===== src/inc/pcg_consts.vh =====
// constants for the peripheral clock gating block
`ifndef PCG_CONSTS_VH
`define PCG_CONSTS_VH
`define PCG_ADDR_W 12
`define PCG_OFF_FAST 12'h004
`define PCG_OFF_PERIPH 12'h008
`define PCG_OFF_UNLOCK 12'h100
`define PCG_FAST_RESET 32'h00000005
`define PCG_FAST_MASK 32'h00000004
`define PCG_PERIPH_RESET 32'h00000000
`define PCG_PERIPH_MASK 32'h1107137D
`define PCG_BIT_FLASH 2
`define PCG_BIT_ADC 28
`define PCG_BIT_CAN 24
`define PCG_BIT_SER2 18
`define PCG_BIT_SER1 17
`define PCG_BIT_SER0 16
`define PCG_BIT_SPI 12
`define PCG_BIT_I2C1 9
`define PCG_BIT_I2C0 8
`define PCG_BIT_FDIV 6
`define PCG_BIT_TMR3 5
`define PCG_BIT_TMR2 4
`define PCG_BIT_TMR1 3
`define PCG_BIT_TMR0 2
`define PCG_BIT_WDOG 0
`define PCG_KEY0 8'h59
`define PCG_KEY1 8'h16
`define PCG_KEY2 8'h88
`define PCG_RESP_OKAY 2'h0
`define PCG_RESP_SLVERR 2'h2
`define PCG_NUM_CLK 15
`endif

===== src/core/pcg_gate.v =====
// glitch-free clock gate cell: enable retimed while the clock is low
`timescale 1ns/10ps
`default_nettype none
module pcg_gate
(
   input wire clk_in, // clock to be gated
   input wire enable, // gate enable, synchronous to clk_in
   output wire clk_out // gated clock
);
   reg en_hold;
   // enable retimed on the falling edge, so it can only change while the clock is low
   always @(negedge clk_in)
   begin
      en_hold <= enable;
   end
   // a flop instead of a latch: same glitch-free window, no level-sensitive storage to time
   assign clk_out = clk_in & en_hold;
endmodule
`default_nettype wire


===== src/core/pcg_top.v =====
// peripheral clock gating controller with AXI4-Lite register slave
`timescale 1ns/10ps
`default_nettype none
`include "pcg_consts.vh"
module pcg_top
(
   input wire clock, // system bus clock, 50 MHz
   input wire arst_n, // asynchronous reset, active low
   input wire [11:0] s_axi_awaddr, // write address
   input wire s_axi_awvalid, // write address valid
   output reg s_axi_awready, // write address ready
   input wire [31:0] s_axi_wdata, // write data
   input wire [3:0] s_axi_wstrb, // write byte strobes
   input wire s_axi_wvalid, // write data valid
   output reg s_axi_wready, // write data ready
   output reg [1:0] s_axi_bresp, // write response
   output reg s_axi_bvalid, // write response valid
   input wire s_axi_bready, // write response ready
   input wire [11:0] s_axi_araddr, // read address
   input wire s_axi_arvalid, // read address valid
   output reg s_axi_arready, // read address ready
   output reg [31:0] s_axi_rdata, // read data
   output reg [1:0] s_axi_rresp, // read response
   output reg s_axi_rvalid, // read valid
   input wire s_axi_rready, // read ready
   output reg unlocked, // protection lifted status
   output wire flash_prog_clk, // gated flash programming clock
   output wire adc_clk, // gated converter clock
   output wire can_ctrl_clk, // gated CAN clock
   output wire serial_port2_clk, // gated serial port 2 clock
   output wire serial_port1_clk, // gated serial port 1 clock
   output wire serial_port0_clk, // gated serial port 0 clock
   output wire spi_ctrl_clk, // gated SPI clock
   output wire i2c_ctrl1_clk, // gated I2C 1 clock
   output wire i2c_ctrl0_clk, // gated I2C 0 clock
   output wire freq_divider_clk, // gated divider output clock
   output wire timer3_clk, // gated timer 3 clock
   output wire timer2_clk, // gated timer 2 clock
   output wire timer1_clk, // gated timer 1 clock
   output wire timer0_clk, // gated timer 0 clock
   output wire watchdog_clk // gated watchdog clock
);

   // ************************************************************
   // registers and write path state
   // ************************************************************
   reg [31:0] fast_bus_clock_gate;
   reg [31:0] peripheral_bus_clock_gate;
   reg [2:0] key_stage; // one-hot place in the unlock key sequence
   reg aw_held;
   reg w_held;
   reg [11:0] aw_addr;
   reg [31:0] w_data;
   reg [3:0] w_strb;
   wire do_write;
   wire [31:0] strb_mask;
   wire [31:0] next_fast;
   wire [31:0] next_periph;
   wire [31:0] periph_mask_eff;
   wire aw_is_fast;
   wire aw_is_periph;
   wire aw_is_unlock;
   wire aw_mapped;
   wire ar_is_fast;
   wire ar_is_periph;
   wire ar_is_unlock;

   // unlock sequencer states, one-hot so each state is a single flop
   localparam KEY_IDLE = 3'h1;
   localparam KEY_GOT1 = 3'h2;
   localparam KEY_GOT2 = 3'h4;

   // word decode; byte offset bits are ignored because every register is one aligned word
   function reg_hit;
      input [11:0] addr;
      input [11:0] offset;
      begin
         reg_hit = (addr[11:2] == offset[11:2]);
      end
   endfunction

   // merge byte lanes of new data over the old value
   function [31:0] merge_lanes;
      input [31:0] old_val;
      input [31:0] new_val;
      input [31:0] lane_mask;
      input [31:0] field_mask;
      begin
         merge_lanes = ((old_val & ~lane_mask) | (new_val & lane_mask)) & field_mask;
      end
   endfunction

   assign strb_mask = {{8{w_strb[3]}}, {8{w_strb[2]}}, {8{w_strb[1]}}, {8{w_strb[0]}}};
   assign do_write = aw_held && w_held && !s_axi_bvalid;
   // watchdog bit only writable while unlocked
   assign periph_mask_eff = unlocked ? `PCG_PERIPH_MASK : (`PCG_PERIPH_MASK & 32'hFFFFFFFE);
   assign next_fast = merge_lanes(fast_bus_clock_gate, w_data, strb_mask, `PCG_FAST_MASK);
   assign next_periph = merge_lanes(peripheral_bus_clock_gate, w_data, strb_mask, periph_mask_eff)
      | (peripheral_bus_clock_gate & ~periph_mask_eff & `PCG_PERIPH_MASK);

   // decode of the held write address and the offered read address
   assign aw_is_fast = reg_hit(aw_addr, `PCG_OFF_FAST);
   assign aw_is_periph = reg_hit(aw_addr, `PCG_OFF_PERIPH);
   assign aw_is_unlock = reg_hit(aw_addr, `PCG_OFF_UNLOCK);
   assign aw_mapped = aw_is_fast | aw_is_periph | aw_is_unlock;
   assign ar_is_fast = reg_hit(s_axi_araddr, `PCG_OFF_FAST);
   assign ar_is_periph = reg_hit(s_axi_araddr, `PCG_OFF_PERIPH);
   assign ar_is_unlock = reg_hit(s_axi_araddr, `PCG_OFF_UNLOCK);

   // ************************************************************
   // write channel: address and data taken in either order
   // ************************************************************
   always @(posedge clock or negedge arst_n)
   begin
      if (!arst_n)
      begin
         aw_held <= 1'b0;
         w_held <= 1'b0;
         aw_addr <= 12'h000;
         w_data <= 32'h00000000;
         w_strb <= 4'h0;
         s_axi_awready <= 1'b0;
         s_axi_wready <= 1'b0;
         s_axi_bvalid <= 1'b0;
         s_axi_bresp <= `PCG_RESP_OKAY;
      end
      else
      begin
         // ready is offered one cycle ahead so each channel is taken once
         s_axi_awready <= !aw_held && !s_axi_awready && !s_axi_bvalid;
         s_axi_wready <= !w_held && !s_axi_wready && !s_axi_bvalid;
         if (s_axi_awvalid && s_axi_awready)
         begin
            aw_held <= 1'b1;
            aw_addr <= s_axi_awaddr;
            s_axi_awready <= 1'b0;
         end
         if (s_axi_wvalid && s_axi_wready)
         begin
            w_held <= 1'b1;
            w_data <= s_axi_wdata;
            w_strb <= s_axi_wstrb;
            s_axi_wready <= 1'b0;
         end
         // both halves held: commit, answer, and keep both channels shut until bready
         if (do_write)
         begin
            aw_held <= 1'b0;
            w_held <= 1'b0;
            s_axi_bvalid <= 1'b1;
            s_axi_awready <= 1'b0;
            s_axi_wready <= 1'b0;
            // an unmapped place is answered with an error and changes nothing
            if (aw_mapped)
               s_axi_bresp <= `PCG_RESP_OKAY;
            else
               s_axi_bresp <= `PCG_RESP_SLVERR;
         end
         else if (s_axi_bvalid && s_axi_bready)
            s_axi_bvalid <= 1'b0;
      end
   end

   // ************************************************************
   // clock enable registers and unlock sequencer
   // ************************************************************
   always @(posedge clock or negedge arst_n)
   begin
      if (!arst_n)
      begin
         fast_bus_clock_gate <= `PCG_FAST_RESET;
         peripheral_bus_clock_gate <= `PCG_PERIPH_RESET;
         key_stage <= KEY_IDLE;
         unlocked <= 1'b0;
      end
      else if (do_write)
      begin
         // each register takes the write only when its own word is addressed
         if (aw_is_fast)
            fast_bus_clock_gate <= next_fast;
         if (aw_is_periph)
            peripheral_bus_clock_gate <= next_periph;
         // any break in the key sequence restarts it; a full key opens, any other first byte locks
         // key bytes ride on lane 0 only, a write without that lane leaves the sequencer alone
         if (aw_is_unlock && w_strb[0])
         begin
            case (key_stage)
               KEY_IDLE:
               begin
                  key_stage <= (w_data[7:0] == `PCG_KEY0) ? KEY_GOT1 : KEY_IDLE;
                  if (w_data[7:0] != `PCG_KEY0)
                     unlocked <= 1'b0;
               end
               KEY_GOT1:
                  key_stage <= (w_data[7:0] == `PCG_KEY1) ? KEY_GOT2 : KEY_IDLE;
               KEY_GOT2:
               begin
                  key_stage <= KEY_IDLE;
                  if (w_data[7:0] == `PCG_KEY2)
                     unlocked <= 1'b1;
               end
               default:
                  key_stage <= KEY_IDLE;
            endcase
         end
      end
   end

   // ************************************************************
   // read channel: one read at a time, answered a cycle after address
   // ************************************************************
   always @(posedge clock or negedge arst_n)
   begin
      if (!arst_n)
      begin
         s_axi_arready <= 1'b0;
         s_axi_rvalid <= 1'b0;
         s_axi_rdata <= 32'h00000000;
         s_axi_rresp <= `PCG_RESP_OKAY;
      end
      else
      begin
         // ready is offered on alternate idle cycles, mirroring the write side
         s_axi_arready <= !s_axi_arready && !s_axi_rvalid;
         if (s_axi_arvalid && s_axi_arready)
         begin
            s_axi_arready <= 1'b0;
            s_axi_rvalid <= 1'b1;
            s_axi_rresp <= `PCG_RESP_OKAY;
            // the reply is a snapshot taken at the address edge and stands until rready
            if (ar_is_fast)
               s_axi_rdata <= fast_bus_clock_gate & `PCG_FAST_MASK;
            else if (ar_is_periph)
               s_axi_rdata <= peripheral_bus_clock_gate & `PCG_PERIPH_MASK;
            else if (ar_is_unlock)
               s_axi_rdata <= {31'h00000000, unlocked};
            else
            begin
               s_axi_rdata <= 32'h00000000;
               s_axi_rresp <= `PCG_RESP_SLVERR;
            end
         end
         else if (s_axi_rvalid && s_axi_rready)
            s_axi_rvalid <= 1'b0;
      end
   end

   // ************************************************************
   // clock gates
   // ************************************************************
   // enable bits in output order, flash gate first
   wire [`PCG_NUM_CLK-1:0] gate_en;
   wire [`PCG_NUM_CLK-1:0] gate_out;
   assign gate_en = {fast_bus_clock_gate[`PCG_BIT_FLASH],
      peripheral_bus_clock_gate[`PCG_BIT_ADC],
      peripheral_bus_clock_gate[`PCG_BIT_CAN],
      peripheral_bus_clock_gate[`PCG_BIT_SER2],
      peripheral_bus_clock_gate[`PCG_BIT_SER1],
      peripheral_bus_clock_gate[`PCG_BIT_SER0],
      peripheral_bus_clock_gate[`PCG_BIT_SPI],
      peripheral_bus_clock_gate[`PCG_BIT_I2C1],
      peripheral_bus_clock_gate[`PCG_BIT_I2C0],
      peripheral_bus_clock_gate[`PCG_BIT_FDIV],
      peripheral_bus_clock_gate[`PCG_BIT_TMR3],
      peripheral_bus_clock_gate[`PCG_BIT_TMR2],
      peripheral_bus_clock_gate[`PCG_BIT_TMR1],
      peripheral_bus_clock_gate[`PCG_BIT_TMR0],
      peripheral_bus_clock_gate[`PCG_BIT_WDOG]};

   // enables change only after a rising edge, so falling-edge gating never chops a pulse
   genvar gi;
   generate
      for (gi = 0; gi < `PCG_NUM_CLK; gi = gi + 1)
      begin : g_gate
         pcg_gate u_gate
         (
            .clk_in(clock),
            .enable(gate_en[gi]),
            .clk_out(gate_out[gi])
         );
      end
   endgenerate

   // one gate per peripheral; the order here matches gate_en above
   assign {flash_prog_clk, adc_clk, can_ctrl_clk, serial_port2_clk, serial_port1_clk, serial_port0_clk,
      spi_ctrl_clk, i2c_ctrl1_clk, i2c_ctrl0_clk, freq_divider_clk, timer3_clk, timer2_clk, timer1_clk,
      timer0_clk, watchdog_clk} = gate_out;
endmodule
`default_nettype wire


===== config.mk =====
export PLATFORM = sky130hd
export DESIGN_NAME = pcg_top
export DESIGN_NICKNAME = d
export VERILOG_FILES = /design/src/core/pcg_gate.v /design/src/core/pcg_top.v
export VERILOG_INCLUDE_DIRS = /design/src /design/src/inc
export SDC_FILE = /design/constraint.sdc
export NUM_CORES = 1
export LEC_CHECK = 0
export ABC_AREA = 1
export BUFFER_PORTS_ARGS = -buffer_cell sky130_fd_sc_hd__buf_2
export CELL_PAD_IN_SITES_DETAIL_PLACEMENT = 0
export CELL_PAD_IN_SITES_GLOBAL_PLACEMENT = 1
export CORE_ASPECT_RATIO = 1.75
export CORE_MARGIN = 5
export CORE_UTILIZATION = 40
export DETAILED_ROUTE_END_ITERATION = 6
export PLACE_DENSITY = 0.84
export SLEW_MARGIN = 15
export SYNTH_ARGS = -nofsm -noshare
export SYNTH_HDL_FRONTEND = slang
export SYNTH_SLANG_ARGS = --single-unit

===== constraint.sdc =====
create_clock -name clock -period 2.3 [get_ports clock]
set_input_delay 0 -clock clock [delete_from_list [all_inputs] [get_ports clock]]
set_output_delay 0 -clock clock [all_outputs]
set_load 0.03 [all_outputs]

# Word-level counts from Yosys, hierarchy flattened

Cells that the tools add are included.

Add/subtract/negate cells: 0
Multipliers: 0
Div/mod/pow operators: 0
Order comparisons: 0
Equality and inequality tests: 15
Shift operators: 0
Mux-type cells: 27
Bitwise operators: 27
Reductions and logical operators: 29

Operators by type and width:

| kind                | count |
|---|---|
| $and 32x32->32      | 2 |
| $mux 29             | 2 |
| $and 32x29->32      | 1 |
| $not 32->32         | 1 |
| $or 32x29->32       | 1 |
| $or 32x32->32       | 1 |
| $and 29x29->29      | 1 |
| $not 29->29         | 1 |
| $eq 10x1->1 const B | 2 |
| $eq 10x2->1 const B | 2 |
| $eq 10x7->1 const B | 2 |
| $mux 1              | 17 |
| $and 1x1->1         | 15 |
| $logic_and 1x1->1   | 13 |
| $mux 2              | 5 |
| $reduce_bool 2->1   | 5 |
| $eq 8x5->1 const B  | 1 |
| $eq 8x7->1 const B  | 1 |
| $eq 8x8->1 const B  | 1 |
| $ne 8x7->1 const B  | 1 |
| $logic_not 1->1     | 7 |
| $pmux 3 s2          | 1 |
| $reduce_and 2->1    | 3 |
| $reduce_and 5->1    | 1 |
| 9 further kinds     | 11 |

Bits in registers: 144
Bits in latches: 0
Bits in writable memories: 0
ROM bits: 0
Output and inout bits: 57
Memories kept: 0

# Depth between registers and ports, before layout

Depth after elaboration: 5
Mapped depth: 9
Depth with buffers taken out: 9

# Modules after synthesis

Synthesis repeated with hierarchy kept, for this count alone.

Cell total of the unflattened synthesis: 452
Area total of the unflattened synthesis: 3851.2 sq um

By module, submodules not included:

| module   | instances | cells each | area an instance (sq um) |
|---|---|---|---|
| pcg_top  | 1         | 392        | 3382.0 |
| pcg_gate | 15        | 4          | 31.3 |

==> results by group <==
Power
  – Leakage Power: 2.98 nW
  – Worst VDD drop: 0.650 mV
  – Total design power: 6.22 mW
  – Pwr per Cell Area: 1140 nW/um^2

Synth
  – Sequential area share after synthesis: 0.535
  – Combinational family with the most area after synthesis: simple AND/OR/NAND/NOR gates
  – Number of synthesized flops with an enable pin: 0
  – Synth Area in XOR/XNOR: 0
  – Mapped Cells: 441
  – Ys Warns: 0
  – Synth Area in Simple Gates: 0.242
  – Most common cell in the synthesized netlist: nand2_1
  – Proportion of synthesized area in mux cells: 0
  – Distinct cells, synth: 28
  – Asr flop ratio synth: 0.828
  – Synth area leader: dfrtp_1
  – Cell Area, Synth: 3930 um^2
  – Ranking of synthesized cells by instance count: nand2_1, dfrtp_1, inv_1
  – Top cell type's share of synthesized area: 0.445
  – Synth top area cells: dfrtp_1, nand2_1, dfxtp_1
  – Number of synthesized register bits: 87
  – Area fraction in compound gates after synthesis: 0.104
  – Top_reg_cell synth: dfrtp_1
  – Synthesized area per cell: 8.92 um^2
  – Post-Synth Adder-Cell Area: 0

STA
  – Hold Violations, Final: 0
  – Setup tns final: 0 ns
  – Final setup fails: 0
  – Final Skew: 0.0825 ns
  – Actual slew at the worst max-slew pin: 0.907 ns
  – Slew HR: 0.395
  – Pins Over Slew Limit: 0
  – Hold slack: 0.00351 ns
  – Setup WS post-layout: 0.0546 ns

Placement
  – RD Place Congestion: 0.795
  – DP HPWL: 6070 um
  – Post-place instance area: 4410 um^2
  – IO Port Bufs: 83
  – Dpl ws: 0.567 ns

Min path
  – Critical hold path startpoint: s_axi_wvalid
  – Worst hold-check path type: primary input to flip-flop
  – Endpoint, Worst Hold: w_data[28]$_DFFE_PN0P_
  – Worst hold stages: 5

Worst setup path
  – Worst EP required: 2.30 ns
  – CP cell instances: nand2_1, inv_1, clkbuf_4
  – Critical path capture point type: output pin
  – Reg-to-Reg End: w_data[8]$_DFFE_PN0P_
  – Crit-path max FO: 1
  – Reg2reg start: s_axi_wready$_DFF_PN0_
  – R2R setup slack: 0.43 ns
  – Critical path's slowest cell: dfxtp_2
  – Worst Setup Start Kind: flip-flop
  – CP peak stage delay: 0.30 ns
  – Crit path DAT: 2.25 ns
  – WS Path Type: flip-flop to output pin
  – Worst Reg-to-Reg Cells: 6

Global route
  – Largest net degree at the start of global routing: 73
  – Initial antenna violation count: 0
  – Total track usage: 0.155
  – GR Overflow Total: 0
  – First-pass GRT wire length: 14600 um
  – Vias in the first global route: 3451

Routing
  – Met3 WL: 522 um
  – Met2 Wirelength: 4660 um
  – Top Layer Used: met4
  – Residual DRC: 0
  – Routed met1 length: 3230 um
  – WL/cell: 12.0 um
  – 1st-iter DRT viols: 127
  – Routed WL: 8680 um
  – Routed Antenna Nets: 0
  – Via count: 3189
  – Post-DR vias/cell: 4.40
  – Detailed Routing Iterations Pass 1: 6

Cells and area
  – Layout Nets: 660
  – Layout cells sized above 1: 0.263
  – Post-Layout Inst Area: 5470 um^2
  – Fill cells: 898
  – ANT cells: 0
  – Area grow syn2layout: 39.0%
  – FF+latch area: 2110 um^2
  – Area occupied by multi-input gates: 1440 um^2

Floorplanning
  – Die width: 85.0 um
  – Top Ports: 124
  – Core region area: 9730 um^2
  – Die Area: 12000 um^2
  – Initial Util: 0.404
  – Cell row count: 48
  – Die Y-Extent: 141 um

CTS
  – CTS tree: done
  – Worst-path clk slew: 0.06 ns
  – Worst-Skew Late Latency: 0.52 ns
  – Setup bufs post-CTS: 0

Status
  – Outcome: finished clean

Flow run
  – Max-Cap Viols: 0
==> what timing repair did <==
item | CTS | global route
hold buffers | 41 | 0
gates resized for setup | 1 | 22
endpoints found under the hold margin | 105 | 0
endpoints found under the setup margin | 2 | 22
==> per-layer routing <==
layer,up-vias,track usage
met4,0,0.114
met3,22,0.0573
li1,1623,-
met5,-,0
met2,95,0.257
met1,1449,0.156
==> through the flow <==
stage / cells / util
detailed placement: 644 / 0.453
global placement: 644 / 0.453
CTS: 725 / 0.558
finish: 725 / 0.562
floorplan: 460 / -
global route: 725 / 0.562
==> where the power goes <==
group	total (mW)	switching, mW	leakage, nW	internal (mW)
sequential	2.23	0.274	1.06	1.96
combinational	1.33	0.860	1.32	0.473
clock	2.65	0.922	0.596	1.73
==> placed cells by master (no fill, tap or decap) <==
master and count:
clkinv_4 2, nand2_2 2, buf_6 1, o31ai_1 1, o21ai_0 20, dfxtp_1 8
nand3b_1 1, inv_4 1, inv_2 4, nand4_1 2, dfstp_2 2, buf_4 12
nand2_4 2, o21ai_1 17, nor2_2 8, nand2_1 141, nand3_2 2, clkbuf_8 1
dfxtp_2 7, nor2_8 2, nand3_1 16, nor2_4 6, nor3b_1 1, inv_1 77
conb_1 20, clkbuf_1 1, clkbuf_16 18, bufinv_16 2, dfrtp_1 70, buf_2 72
nor3_1 8, a21oi_1 1, dlygate4sd3_1 41, o31ai_4 10, clkbuf_4 4, nor2_1 17
==> worst max-delay path, delay by kind of cell (launching register included) <==
kind,cells,cell delay [ns]
buffers and inverters,2,0.23
flip-flops,1,0.30
AND/OR/NAND/NOR,1,0.05
==> final cells by class <==
| cell class | count | share of cell area |
|---|---|---|
| clock buffers | 35 | 0.105 |
| clock inverters | 36 | 0.0366 |
| inverters | 50 | 0.0343 |
| multi-input cells | 277 | 0.263 |
| flip-flops and latches | 87 | 0.387 |
| well taps | 125 | 0.0286 |
| repair buffers | 115 | 0.146 |
==> cell families after synthesis <==
kind of cell / count (synthesis)
compound gates: 49
buf+inv: 96
flops: 87
other cells: 1
simple gates: 208
==> worst max path at each step <==
stage,endpoint,slack [ns],cells past startpoint,startpoint
2_1_floorplan,g_gate[14].u_gate.en_hold$_DFF_N_,0.58,0,flip-flop
3_3_place_gp,g_gate[14].u_gate.en_hold$_DFF_N_,0.58,0,flip-flop
3_5_place_dp,g_gate[14].u_gate.en_hold$_DFF_N_,0.57,0,flip-flop
4_1_cts,serial_port2_clk,0.01,3,g_gate[11].u_gate.en_hold$_DFF_N_
5_1_grt,i2c_ctrl0_clk,-0.03,3,g_gate[6].u_gate.en_hold$_DFF_N_
6_report,i2c_ctrl0_clk,0.05,3,g_gate[6].u_gate.en_hold$_DFF_N_
Note: power is estimated with default switching activity, not from simulation.
